--- src/common/osc_cfg_pkg.sv ---
// Package of register map, field layout and timing constants for the oscillator configuration block
package osc_cfg_pkg;
    // ==========================================================
    // Register byte offsets
    localparam logic [7:0] SUB_CTRL_OFS = 8'h00;
    localparam logic [7:0] HS_CTRL_OFS = 8'h04;
    localparam logic [7:0] FLAGS_OFS = 8'h08;
    localparam logic [7:0] OSC_EN_OFS = 8'h0C;
    localparam logic [7:0] TRIM_OFS = 8'h10;
    localparam logic [7:0] IRQ_EN_OFS = 8'h14;
    localparam logic [7:0] STATUS_OFS = 8'h18;
    // ==========================================================
    // Subclock control fields
    localparam int SUB_RESTART_BIT = 14;
    localparam int SUB_DET_BIT = 13;
    localparam int SUB_BOOST_BIT = 12;
    localparam int SUB_CAP_LSB = 8;
    localparam int SUB_BGAIN_LSB = 6;
    localparam int SUB_NGAIN_LSB = 4;
    localparam int SUB_WAIT_LSB = 0;
    localparam logic SUB_RESTART_RST = 1'b1;
    localparam logic SUB_DET_RST = 1'b0;
    localparam logic SUB_BOOST_RST = 1'b1;
    localparam logic [2:0] SUB_CAP_RST = 3'h0;
    localparam logic [1:0] SUB_BGAIN_RST = 2'h2;
    localparam logic [1:0] SUB_NGAIN_RST = 2'h1;
    localparam logic [1:0] SUB_WAIT_RST = 2'h2;
    // ==========================================================
    // High-speed control fields
    localparam int HS_FREQ_LSB = 10;
    localparam int HS_TYPE_LSB = 8;
    localparam int HS_INV_LSB = 4;
    localparam int HS_WAIT_LSB = 0;
    localparam logic [1:0] HS_FREQ_RST = 2'h3;
    localparam logic [1:0] HS_TYPE_RST = 2'h0;
    localparam logic [1:0] HS_INV_RST = 2'h1;
    localparam logic [2:0] HS_WAIT_RST = 3'h0;
    // Oscillator types
    localparam logic [1:0] HS_TYPE_INTERNAL = 2'h0;
    localparam logic [1:0] HS_TYPE_CR = 2'h1;
    localparam logic [1:0] HS_TYPE_XTAL = 2'h2;
    // ==========================================================
    // Flag, enable and status bit positions
    localparam int RC_BIT = 0;
    localparam int SUB_BIT = 1;
    localparam int HS_BIT = 2;
    localparam int TRIM_BIT = 4;
    localparam int STOP_BIT = 5;
    localparam logic [15:0] FLAG_MASK = 16'h0037;
    localparam logic RC_EN_RST = 1'b1;
    // ==========================================================
    // Stabilization wait counts in oscillator clocks
    localparam int WAIT_W = 17;
    localparam logic [WAIT_W-1:0] SUB_WAIT_BASE = 17'h01000;
    localparam logic [WAIT_W-1:0] HS_WAIT_BASE = 17'h00004;
    localparam logic [WAIT_W-1:0] RC_WAIT_CLKS = 17'h00040;
endpackage

--- src/osc_config.sv ---
// Oscillator configuration, stabilization and event flag block with APB register access
`timescale 1ns/1ps
module osc_config
    import osc_cfg_pkg::*;
#(
    parameter int ADDR_W = 8,
    parameter int WAIT_SHIFT = 0
) (
    // Clock and reset
    input wire logic mclk_i,
    input wire logic rstn_i,
    // APB slave
    input wire logic psel_i,
    input wire logic penable_i,
    input wire logic pwrite_i,
    input wire logic [ADDR_W-1:0] paddr_i,
    input wire logic [31:0] pwdata_i,
    output logic [31:0] prdata_o,
    output logic pready_o,
    output logic pslverr_o,
    // System write protection
    input wire logic wp_unlock_i,
    // Oscillator clocks and analog events
    input wire logic sub_clk_i,
    input wire logic hs_clk_i,
    input wire logic rc_clk_i,
    input wire logic sub_stop_i,
    input wire logic trim_done_i,
    // Subclock oscillator controls
    output logic sub_run_o,
    output logic sub_restart_o,
    output logic stop_det_en_o,
    output logic sub_boost_o,
    output logic [2:0] sub_gate_cap_o,
    output logic [1:0] sub_gain_o,
    // High-speed oscillator controls
    output logic hs_run_o,
    output logic [1:0] hs_type_o,
    output logic [1:0] hs_freq_o,
    output logic [1:0] hs_gain_o,
    // Internal rc oscillator controls
    output logic rc_run_o,
    output logic trim_run_o,
    // Clock gates and interrupt
    output logic sub_clk_gate_o,
    output logic hs_clk_gate_o,
    output logic rc_clk_gate_o,
    output logic irq_o
);
    import osc_cfg_pkg::*;

    // Register fields
    logic restart_en_reg, det_en_reg, boost_en_reg;
    logic [2:0] cap_reg;
    logic [1:0] bgain_reg, ngain_reg, swait_reg;
    logic [1:0] freq_reg, type_reg, inv_reg;
    logic [2:0] hwait_reg;
    logic [15:0] flags_reg, irq_en_reg;
    logic sub_en_reg, hs_en_reg, rc_en_reg, trim_reg;
    // Bus decode
    logic setup, wr, hit;
    logic [7:0] ofs;
    logic [15:0] wdat, rd_next, flag_set;
    // Sampled events
    logic [2:0] stop_sync_reg, trim_sync_reg;
    logic stop_lvl_reg, trim_lvl_reg, stop_rise, trim_rise;
    // Counters
    logic sub_stable, hs_stable, rc_stable, sub_done, hs_done, rc_done;
    logic [WAIT_W-1:0] sub_wait, hs_wait;

    // Wait length scaled down for simulation, never below one clock
    function automatic logic [WAIT_W-1:0] scaled(input logic [WAIT_W-1:0] n);
        logic [WAIT_W-1:0] s;
        s = n >> WAIT_SHIFT;
        return (s == '0) ? WAIT_W'(1) : s;
    endfunction

    // Protected field write qualifier
    function automatic logic prot_ok(input logic w, input logic unlock);
        return w && unlock;
    endfunction

    // ==========================================================
    // APB decode: no wait states, read data captured in setup
    assign setup = psel_i && !penable_i;
    assign wr = psel_i && penable_i && pready_o && pwrite_i;
    assign ofs = 8'(paddr_i);
    assign wdat = pwdata_i[15:0];
    assign hit = (ofs == SUB_CTRL_OFS) || (ofs == HS_CTRL_OFS) || (ofs == FLAGS_OFS) ||
                 (ofs == OSC_EN_OFS) || (ofs == TRIM_OFS) || (ofs == IRQ_EN_OFS) || (ofs == STATUS_OFS);

    // Read mux; reserved bits read as zero
    always_comb begin
        rd_next = 16'h0000;
        unique case (ofs)
            SUB_CTRL_OFS: begin
                rd_next[SUB_RESTART_BIT] = restart_en_reg;
                rd_next[SUB_DET_BIT] = det_en_reg;
                rd_next[SUB_BOOST_BIT] = boost_en_reg;
                rd_next[SUB_CAP_LSB +: 3] = cap_reg;
                rd_next[SUB_BGAIN_LSB +: 2] = bgain_reg;
                rd_next[SUB_NGAIN_LSB +: 2] = ngain_reg;
                rd_next[SUB_WAIT_LSB +: 2] = swait_reg;
            end
            HS_CTRL_OFS: begin
                rd_next[HS_FREQ_LSB +: 2] = freq_reg;
                rd_next[HS_TYPE_LSB +: 2] = type_reg;
                rd_next[HS_INV_LSB +: 2] = inv_reg;
                rd_next[HS_WAIT_LSB +: 3] = hwait_reg;
            end
            FLAGS_OFS: rd_next = flags_reg & FLAG_MASK;
            OSC_EN_OFS: begin
                rd_next[RC_BIT] = rc_en_reg;
                rd_next[SUB_BIT] = sub_en_reg;
                rd_next[HS_BIT] = hs_en_reg;
            end
            TRIM_OFS: rd_next[TRIM_BIT] = trim_reg;
            IRQ_EN_OFS: rd_next = irq_en_reg;
            STATUS_OFS: begin
                rd_next[RC_BIT] = rc_stable;
                rd_next[SUB_BIT] = sub_stable;
                rd_next[HS_BIT] = hs_stable;
                rd_next[TRIM_BIT] = trim_reg;
                rd_next[STOP_BIT] = stop_lvl_reg;
            end
            default: rd_next = 16'h0000;
        endcase
    end

    // Bus answer flops
    always_ff @(posedge mclk_i or negedge rstn_i) begin
        if (!rstn_i) begin
            pready_o <= 1'b0;
            pslverr_o <= 1'b0;
            prdata_o <= 32'h00000000;
        end else begin
            pready_o <= setup;
            pslverr_o <= setup && !hit;
            if (setup) begin
                prdata_o <= {16'h0000, rd_next};
            end
        end
    end

    // ==========================================================
    // Protected configuration; writes while locked are dropped
    always_ff @(posedge mclk_i or negedge rstn_i) begin
        if (!rstn_i) begin
            restart_en_reg <= SUB_RESTART_RST;
            det_en_reg <= SUB_DET_RST;
            boost_en_reg <= SUB_BOOST_RST;
            cap_reg <= SUB_CAP_RST;
            bgain_reg <= SUB_BGAIN_RST;
            ngain_reg <= SUB_NGAIN_RST;
            swait_reg <= SUB_WAIT_RST;
            freq_reg <= HS_FREQ_RST;
            type_reg <= HS_TYPE_RST;
            inv_reg <= HS_INV_RST;
            hwait_reg <= HS_WAIT_RST;
        end else begin
            if (prot_ok(wr && ofs == SUB_CTRL_OFS, wp_unlock_i)) begin
                restart_en_reg <= wdat[SUB_RESTART_BIT];
                det_en_reg <= wdat[SUB_DET_BIT];
                boost_en_reg <= wdat[SUB_BOOST_BIT];
                cap_reg <= wdat[SUB_CAP_LSB +: 3];
                bgain_reg <= wdat[SUB_BGAIN_LSB +: 2];
                ngain_reg <= wdat[SUB_NGAIN_LSB +: 2];
                swait_reg <= wdat[SUB_WAIT_LSB +: 2];
            end
            if (prot_ok(wr && ofs == HS_CTRL_OFS, wp_unlock_i)) begin
                freq_reg <= wdat[HS_FREQ_LSB +: 2];
                type_reg <= wdat[HS_TYPE_LSB +: 2];
                inv_reg <= wdat[HS_INV_LSB +: 2];
                hwait_reg <= wdat[HS_WAIT_LSB +: 3];
            end
        end
    end

    // Enables, trim start and interrupt enables
    always_ff @(posedge mclk_i or negedge rstn_i) begin
        if (!rstn_i) begin
            sub_en_reg <= 1'b0;
            hs_en_reg <= 1'b0;
            rc_en_reg <= RC_EN_RST;
            trim_reg <= 1'b0;
            irq_en_reg <= 16'h0000;
        end else begin
            if (wr && ofs == OSC_EN_OFS) begin
                rc_en_reg <= wdat[RC_BIT];
                sub_en_reg <= wdat[SUB_BIT];
                hs_en_reg <= wdat[HS_BIT];
            end
            // Completion wins over a start in the same cycle
            if (trim_rise) begin
                trim_reg <= 1'b0;
            end else if (prot_ok(wr && ofs == TRIM_OFS, wp_unlock_i)) begin
                trim_reg <= wdat[TRIM_BIT];
            end
            if (wr && ofs == IRQ_EN_OFS) begin
                irq_en_reg <= wdat & FLAG_MASK;
            end
        end
    end

    // ==========================================================
    // Event inputs: three flops, accepted once stages two and three agree
    always_ff @(posedge mclk_i or negedge rstn_i) begin
        if (!rstn_i) begin
            stop_sync_reg <= 3'h0;
            trim_sync_reg <= 3'h0;
            stop_lvl_reg <= 1'b0;
            trim_lvl_reg <= 1'b0;
        end else begin
            stop_sync_reg <= {stop_sync_reg[1:0], sub_stop_i};
            trim_sync_reg <= {trim_sync_reg[1:0], trim_done_i};
            if (stop_sync_reg[1] == stop_sync_reg[2]) begin
                stop_lvl_reg <= stop_sync_reg[2];
            end
            if (trim_sync_reg[1] == trim_sync_reg[2]) begin
                trim_lvl_reg <= trim_sync_reg[2];
            end
        end
    end
    // Stop events are ignored while the detector is off
    assign stop_rise = det_en_reg && !stop_lvl_reg && stop_sync_reg[1] && stop_sync_reg[2];
    assign trim_rise = trim_reg && !trim_lvl_reg && trim_sync_reg[1] && trim_sync_reg[2];

    // ==========================================================
    // Stabilization counters, one per source
    assign sub_wait = scaled(SUB_WAIT_BASE << (2 * ((swait_reg == 2'h0) ? 0 : swait_reg - 2'h1)));
    assign hs_wait = scaled(HS_WAIT_BASE << (2 * hwait_reg));

    stab_counter #(.WAIT_W(WAIT_W), .START_STABLE(1'b0)) u_sub_cnt (
        .mclk_i(mclk_i), .rstn_i(rstn_i), .en_i(sub_en_reg), .restart_i(sub_restart_o),
        .wait_i(sub_wait), .osc_clk_i(sub_clk_i), .stable_o(sub_stable), .done_o(sub_done)
    );
    stab_counter #(.WAIT_W(WAIT_W), .START_STABLE(1'b0)) u_hs_cnt (
        .mclk_i(mclk_i), .rstn_i(rstn_i), .en_i(hs_en_reg), .restart_i(1'b0),
        .wait_i(hs_wait), .osc_clk_i(hs_clk_i), .stable_o(hs_stable), .done_o(hs_done)
    );
    // Rc source is already running at reset, so it starts stable with no event
    stab_counter #(.WAIT_W(WAIT_W), .START_STABLE(1'b1)) u_rc_cnt (
        .mclk_i(mclk_i), .rstn_i(rstn_i), .en_i(rc_en_reg), .restart_i(1'b0),
        .wait_i(scaled(RC_WAIT_CLKS)), .osc_clk_i(rc_clk_i), .stable_o(rc_stable), .done_o(rc_done)
    );

    // ==========================================================
    // Event flags: a set in the clearing cycle wins
    always_comb begin
        flag_set = 16'h0000;
        flag_set[STOP_BIT] = stop_rise;
        flag_set[TRIM_BIT] = trim_rise;
        flag_set[HS_BIT] = hs_done;
        flag_set[SUB_BIT] = sub_done;
        flag_set[RC_BIT] = rc_done;
    end

    always_ff @(posedge mclk_i or negedge rstn_i) begin
        if (!rstn_i) begin
            flags_reg <= 16'h0000;
        end else begin
            flags_reg <= ((flags_reg & ~((wr && ofs == FLAGS_OFS) ? wdat : 16'h0000)) | flag_set) & FLAG_MASK;
        end
    end

    // ==========================================================
    // Analog control outputs, all registered
    always_ff @(posedge mclk_i or negedge rstn_i) begin
        if (!rstn_i) begin
            sub_run_o <= 1'b0;
            sub_restart_o <= 1'b0;
            stop_det_en_o <= SUB_DET_RST;
            sub_boost_o <= 1'b0;
            sub_gate_cap_o <= SUB_CAP_RST;
            sub_gain_o <= SUB_NGAIN_RST;
            hs_run_o <= 1'b0;
            hs_type_o <= HS_TYPE_RST;
            hs_freq_o <= HS_FREQ_RST;
            hs_gain_o <= 2'h0;
            rc_run_o <= RC_EN_RST;
            trim_run_o <= 1'b0;
            irq_o <= 1'b0;
        end else begin
            sub_run_o <= sub_en_reg;
            sub_restart_o <= stop_rise && restart_en_reg && sub_en_reg;
            stop_det_en_o <= det_en_reg;
            sub_boost_o <= boost_en_reg && sub_en_reg && !sub_stable;
            sub_gate_cap_o <= cap_reg;
            sub_gain_o <= (boost_en_reg && !sub_stable) ? bgain_reg : ngain_reg;
            hs_run_o <= hs_en_reg;
            hs_type_o <= type_reg;
            hs_freq_o <= freq_reg;
            hs_gain_o <= (type_reg == HS_TYPE_XTAL) ? inv_reg : 2'h0;
            rc_run_o <= rc_en_reg;
            trim_run_o <= trim_reg;
            irq_o <= |(flags_reg & irq_en_reg);
        end
    end
    // Gates come straight from the counters' own flops
    assign sub_clk_gate_o = sub_stable;
    assign hs_clk_gate_o = hs_stable;
    assign rc_clk_gate_o = rc_stable;
endmodule // osc_config

--- src/stab_counter.sv ---
// Stabilization wait counter driven by sampled edges of one oscillator clock
`timescale 1ns/1ps
module stab_counter #(
    parameter int WAIT_W = 17,
    parameter bit START_STABLE = 1'b0
) (
    // Clock and reset
    input wire logic mclk_i,
    input wire logic rstn_i,
    // Control
    input wire logic en_i,
    input wire logic restart_i,
    input wire logic [WAIT_W-1:0] wait_i,
    input wire logic osc_clk_i,
    // Result
    output logic stable_o,
    output logic done_o
);
    logic [2:0] sync_reg;
    logic lvl_reg;
    logic rise;
    logic [WAIT_W-1:0] cnt_reg;

    // ==========================================================
    // Three-stage sampler; a level is accepted once stages two and three agree
    always_ff @(posedge mclk_i or negedge rstn_i) begin
        if (!rstn_i) begin
            sync_reg <= 3'h0;
            lvl_reg <= 1'b0;
        end else begin
            sync_reg <= {sync_reg[1:0], osc_clk_i};
            if (sync_reg[1] == sync_reg[2]) begin
                lvl_reg <= sync_reg[2];
            end
        end
    end
    assign rise = !lvl_reg && sync_reg[1] && sync_reg[2];

    // ==========================================================
    // Count oscillator edges from enable until the programmed wait is reached
    always_ff @(posedge mclk_i or negedge rstn_i) begin
        if (!rstn_i) begin
            cnt_reg <= '0;
            stable_o <= START_STABLE;
            done_o <= 1'b0;
        end else begin
            done_o <= 1'b0;
            if (!en_i || restart_i) begin
                cnt_reg <= '0;
                stable_o <= 1'b0;
            end else if (!stable_o && rise) begin
                if (cnt_reg + WAIT_W'(1) >= wait_i) begin
                    stable_o <= 1'b1;
                    done_o <= 1'b1;
                end
                cnt_reg <= cnt_reg + WAIT_W'(1);
            end
        end
    end
endmodule // stab_counter

--- config.mk ---
export PLATFORM = sky130hd
export DESIGN_NAME = osc_config
export DESIGN_NICKNAME = d
export VERILOG_FILES = /design/src/common/osc_cfg_pkg.sv /design/src/osc_config.sv /design/src/stab_counter.sv
export SDC_FILE = /design/constraint.sdc
export NUM_CORES = 1
export LEC_CHECK = 0
export BUFFER_PORTS_ARGS = -buffer_cell sky130_fd_sc_hd__buf_2
export CORE_ASPECT_RATIO = 1.25
export CORE_MARGIN = 2
export CORE_UTILIZATION = 62
export CTS_CLUSTER_SIZE = 30
export DETAILED_ROUTE_END_ITERATION = 7
export PLACE_DENSITY = 0.87
export SLEW_MARGIN = 30
export SYNTH_ARGS = -nofsm -noshare
export SYNTH_HDL_FRONTEND = slang
export SYNTH_SLANG_ARGS = --single-unit
export TNS_END_PERCENT = 20
--- constraint.sdc ---
create_clock -name mclk_i -period 8.47 [get_ports mclk_i]
set_input_delay 0.847 -clock mclk_i [delete_from_list [all_inputs] [get_ports mclk_i]]
set_output_delay 0.847 -clock mclk_i [all_outputs]
set_load 0.005 [all_outputs]
# [Word level (Yosys, flattened, before mapping)]
# Index checks and enable logic that the tools add are counted.
[op_classes] n_mul=0 eq_ne=16 shift=2 muxes=40 add_sub_neg=4 order_cmp=3 bitwise_logic=4 reduce_logical=64 div_mod_pow=0
[ops] op="2-to-1 mux 17 bit" count=8
[ops] op="adder 17 x 1 -> 17 bit (second input constant)" count=3
[ops] op="greater-or-equal comparator 17 bit" count=2
[ops] op="logical AND 1 bit" count=34
[ops] op="logical NOT 17 bit" count=2
[ops] op="left shift 13 x 32 -> 17 bit (first input constant)" count=1
[ops] op="2-to-1 mux 31 bit" count=1
[ops] op="== test 8 x 5 -> 1 bit (second input constant)" count=3
[ops] op="2-to-1 mux 1 bit" count=21
[ops] op="greater-or-equal comparator 17 x 7 -> 1 bit (second input constant)" count=1
[ops] op="left shift 3 x 4 -> 17 bit (first input constant)" count=1
[ops] op="== test 8 x 4 -> 1 bit (second input constant)" count=2
[ops] op="OR reduction 16 bit" count=1
[ops] op="case mux 1 bit (5 select lines)" count=3
[ops] op="AND 6 bit" count=2
[ops] op="case mux 2 bit (6 select lines)" count=1
[ops] op="logical NOT 1 bit" count=11
[ops] op="== test 8 x 3 -> 1 bit (second input constant)" count=1
[ops] op="logical NOT 8 bit" count=1
[ops] op="!= test 2 x 1 -> 1 bit (second input constant)" count=4
[ops] op="logical OR 1 bit" count=7
[ops] op="2-to-1 mux 2 bit" count=3
[ops] op="2-to-1 mux 6 bit" count=1
[ops] op="NOT 6 bit" count=1
[ops] op="10 further kinds" count=18
[word_totals] n_memories=0 regBits=147 ram_bits=0 romBits=0 latchBits=0 wordCells=185 input_bits=51 output_inout_bits=56

# [Longest topological paths before layout]
[depth] word_depth=9 mapped_depth=13 mapped_depth_nobuf=13

# [Hierarchy]
# Synthesis repeated with hierarchy kept, for this count alone.
[hier_totals] cells_unflattened=827 area_unflattened_um2=8428.1
[by_module_without_submodules] mod="osc_config" area_per_inst_um2=3404.5 n_inst=1 seq_area_each_um2=1968.1 cells_each=260
[by_module_without_submodules] mod="stab_counter (u_hs_cnt ...)" area_per_inst_um2=1674.1 n_inst=2 seq_area_each_um2=575.6 cells_each=189
[by_module_without_submodules] mod="stab_counter (u_rc_cnt)" area_per_inst_um2=1675.4 n_inst=1 seq_area_each_um2=576.8 cells_each=189

# [Worst setup path after synthesis]
# OpenSTA, ideal clock, no wires.
[synth_path] path_type="flip-flop to flip-flop" start="register u_hs_cnt.cnt_reg[0]" end="register u_hs_cnt.stable_o" setup_slack_ns=5.803 stages_incl_launch_ff=14 required_ns=8.339 synth_period_minus_slack_ns=2.667 arrival_time_ns=2.536 path_buffers=0 setup_time_ns=0.131 cell_sequence="dfrtp_1 -> ha_1 -> nand3_2 -> nor2_1 -> nand3_1 -> nor2_1 -> xor2_1 -> ha_1 -> mux2_2 -> o21ai_0 -> mux2i_1 -> nor3_1 -> o32a_1 -> nand3_1"
[synth_between] elab_chain_len=4
[synth_lines] element="from (decl)" line_no="stab_counter.sv:22" text="logic [WAIT_W-1:0] cnt_reg;"
[synth_lines] element="from (signal assigned)" line_no="stab_counter.sv:56" text="cnt_reg <= cnt_reg + WAIT_W'(1);"
[synth_lines] element="adder 17 x 1 -> 17 bit" line_no="stab_counter.sv:52" text="if (cnt_reg + WAIT_W'(1) >= wait_i) begin"
[synth_lines] element="greater-or-equal comparator 17 bit" line_no="stab_counter.sv:52"
[synth_lines] element="!= test 2 x 1 -> 1 bit (no line)"
[synth_lines] element="AND reduction 2 bit (no line)"
[synth_lines] element="to (signal assigned)" line_no="stab_counter.sv:44" text="stable_o <= START_STABLE;"
[synth_lines] element="to (signal assigned)" line_no="stab_counter.sv:50" text="stable_o <= 1'b0;"
[synth_lines] element="to (signal assigned)" line_no="stab_counter.sv:53" text="stable_o <= 1'b1;"
[synth_lines] element="to (decl)" line_no="stab_counter.sv:16" text="output logic stable_o,"
# Every way passes these cells.
# A chain may end at the register's enable or synchronous reset.

# [Final worst setup path]
# Ends and elaborated chain as after synthesis.

==> impl_metrics.ini <==
[outcome]
result_of_the_run = finished, final reports clean

[critical_path]
rr_endpoint = u_hs_cnt.stable_o
critical-path-slowest-cell = sky130_fd_sc_hd__dfrtp_1
worstPathRequired_ps = 8760
cpLargestDelayFamily = simple AND/OR/NAND/NOR gates
worstSetupPathType = flip-flop to flip-flop
crit_start = u_hs_cnt.cnt_reg[0]
critical_path_data_arrival_time_ps = 3380
cp.depth = 13
setup.worst_path.end_class = flip-flop
start_kind = flip-flop
rr_worst_depth = 13
cp_max_fo = 5
r2r_start = u_hs_cnt.cnt_reg[0]
buffers_plus_inverters_on_the_worst_setup_path = 0
reg2reg_setup_slack_ps = 5380
cp_cell_sequence = ha_1 > nand3_2 > nor2_1 > nand3_1 > nor2_1 > xor2_1 > ha_1 > mux2_2 > o21ai_0 > mux2i_1 > nor3_1 > o32a_1 > nand3_1
critical_path.max_stage_delay_ps = 460

[clock_tree]
cts_repair_resize_count = 0
clk_root_buffer_cell = sky130_fd_sc_hd__clkbuf_16
max-clock-path-buffers = 2
cts_max_level = 4
cts_tree = done
ctsHoldBuffers = 0
clock_sink_count = 147
post-cts-setup-buffers = 0
worstSkewPairLatency_ps = 420
worst_setup_hold_path_clk_slew_ps = 60
numCtsBuffers = 17

[finish]
area.growth.synth_to_final_pct = 13.3
mostFrequentLayoutCells = sky130_fd_sc_hd__dfrtp_1, sky130_fd_sc_hd__nand2_1, sky130_fd_sc_hd__buf_2
post_layout_nonfiller_instances = 928
fin_nets = 822
drive_gt1_share_pct = 22.6
antenna_cells = 0
most_common_cell_after_layout_fill_and_taps_aside = sky130_fd_sc_hd__dfrtp_1

[job]
cap_violations = 0

[yosys]
syn_avg_cell_area_um2 = 10.7
synth.area.mux_share_pct = 6.42
synth_top_family_by_area = simple AND/OR/NAND/NOR gates
postSynth.asyncResetShare_pct = 100
synth-compound-area-share_pct = 7.81
synth_xor_xnor_area_share_pct = 7.47
ys_ff_latch = 147
adder_cell_fraction_of_synth_area_pct = 3.56
syn_area_um2 = 7390
yosys.cell_types.count = 68
synth_edf_count = 0
synthCells = 692
synth_ff_type = sky130_fd_sc_hd__dfrtp_1
post_synthesis_share_of_cell_area_spent_on_and_or_nand_and_nor_gates_pct = 20.7
yosysSeqAreaShare_pct = 50.0
synth.yosys.warnings = 0

[sta]
fin_worst_skew_ps = 6.10
timing_worst_slew_pin_value_ps = 733
period_share_pct = 36.5
period_minus_slack_ps = 3090
rsz0062_at_grt = no
fmax_ghz = 0.323
final-max-slew-violation-count = 0
setup_slack_ps = 5380
hold_violations = 0
finalSetupViolCount = 0
max_slew_margin_pct = 51.2
setup_total_negative_slack_ps = 0

[power_and_ir_drop]
pwr_density_cell_nw_per_um2 = 179
intPower_w = 0.00115
power_switching_w = 0.000350
p_leak_nw = 3.92
seqPwrFrac_pct = 47.8
power_frac_comb_pct = 2.9
ir_drop_v = 0.000110
swShare_pct = 23.4
fin_total_pwr_w = 0.00150
clock_power_share_pct = 49.3

[routing]
wl_per_cell_um = 16.3
final_antenna_net_count = 0
detail_route.drc_violations = 0
drtIter0Drc = 235
detail_route.first_pass.iterations = 5
wirelength_mm = 15.2
detailroute.via_count = 5373
via_per_inst = 5.79

[min_path]
min_from = u_rc_cnt.sync_reg[0]
worstHoldPathCells = 0
hold_path_end = u_rc_cnt.sync_reg[1]
hold_path.class = flip-flop to flip-flop

[placement]
place_ws_ps = 5350
rd_place_congestion = 0.854
port_buffers = 70
place_inst = 895
dp.final_hpwl_mm = 10.3

[global_route]
largest_net_degree_at_the_start_of_global_routing = 79
grt_first_pass_wirelength_mm = 25.4
antenna_found_initial = 1
grt-ovfl-total = 0
global_route.usage.total_pct = 24.9
grt_pass1_vias = 5330

[floorplanning]
fp.dieH_um = 126
die_x_um = 102
floorplan.initialDensity_pct = 63.6
floorplan.rows = 44
top_level_ports = 107
die_area_um2 = 12800
core_um2 = 11600
[worst max-delay path by stage]
stage | end | slack [ps]
detailed placement | cap_reg[2] | 5350
global placement | bgain_reg[0] | 5420
CTS | u_hs_cnt.stable_o | 5380
finish | u_hs_cnt.stable_o | 5380
global route | u_hs_cnt.stable_o | 5080
floorplan | u_hs_cnt.stable_o | 5800
[cell usage after synthesis, types with 6 or more instances]
| cell type | n | share of area (%) |
|---|---|---|
| sky130_fd_sc_hd__nand4_1 | 19 | 1.6 |
| sky130_fd_sc_hd__xnor2_1 | 40 | 4.7 |
| sky130_fd_sc_hd__xor2_1 | 23 | 2.7 |
| sky130_fd_sc_hd__a22oi_1 | 10 | 1.0 |
| sky130_fd_sc_hd__clkbuf_1 | 25 | 1.3 |
| sky130_fd_sc_hd__buf_4 | 18 | 1.8 |
| sky130_fd_sc_hd__nand2_1 | 81 | 4.1 |
| sky130_fd_sc_hd__nand2b_1 | 6 | 0.51 |
| sky130_fd_sc_hd__o21ai_0 | 23 | 1.6 |
| sky130_fd_sc_hd__nand3_1 | 23 | 1.6 |
| sky130_fd_sc_hd__ha_1 | 17 | 2.9 |
| sky130_fd_sc_hd__mux2_2 | 35 | 5.3 |
| sky130_fd_sc_hd__nor2_1 | 42 | 2.1 |
| sky130_fd_sc_hd__nor3_1 | 17 | 1.2 |
| sky130_fd_sc_hd__and2_1 | 37 | 3.1 |
| sky130_fd_sc_hd__and3_1 | 8 | 0.68 |
| sky130_fd_sc_hd__a21oi_1 | 11 | 0.74 |
| sky130_fd_sc_hd__dfstp_2 | 14 | 5.0 |
| sky130_fd_sc_hd__mux2i_1 | 8 | 1.1 |
| sky130_fd_sc_hd__or3_1 | 6 | 0.51 |
| sky130_fd_sc_hd__a21o_1 | 6 | 0.61 |
| sky130_fd_sc_hd__dfrtp_1 | 133 | 45 |
[final cells by class]
cell class / count / area [um2]
flip-flops and latches: 147 / 3700
inverters: 5 / 18.8
clock inverters: 14 / 144
well taps: 161 / 201
multi-input cells: 509 / 3470
fillers: 764 / 3240
clock buffers: 18 / 439
repair buffers: 74 / 407
[power by group through the flow]
stage | sequential [W] | clock [W] | combinational (W)
floorplan | 0.000726 | 0 | 0.0000204
global placement | 0.000727 | 0 | 0.0000407
detailed placement | 0.000727 | 0 | 0.0000423
CTS | 0.000715 | 0.000743 | 0.0000430
global route | 0.000715 | 0.000777 | 0.0000500
finish | 0.000715 | 0.000737 | 0.0000438
[cell families after synthesis]
group,count (synthesis)
buffers and inverters,54
AO/OA/AOI/OAI,83
other,1
XOR/XNOR,63
flip-flops,147
AND/OR/NAND/NOR,279
adder cells (fa/ha/maj),22
multiplexers,43
[metrics by stage]
step / hold WS, ps / area [um2] / util [%]
after floorplan: 331 / 7460 / -
after global placement: 333 / 7760 / 66.8
after detailed placement: 335 / 7760 / 66.8
after CTS: 349 / 8340 / 71.8
after global routing: 360 / 8370 / 72.1
final: 349 / 8370 / 72.1
[routing by layer]
layer / track usage [%] / share of wire, % / vias to the layer above
li1: - / - / 2507
met1: 31.7 / 40 / 2659
met2: 41.8 / 52 / 176
met3: 5.33 / 5.5 / 29
met4: 8.74 / 1.7 / 2
met5: 0 / 0.12 / -
Power figures use the tool's default switching activity.
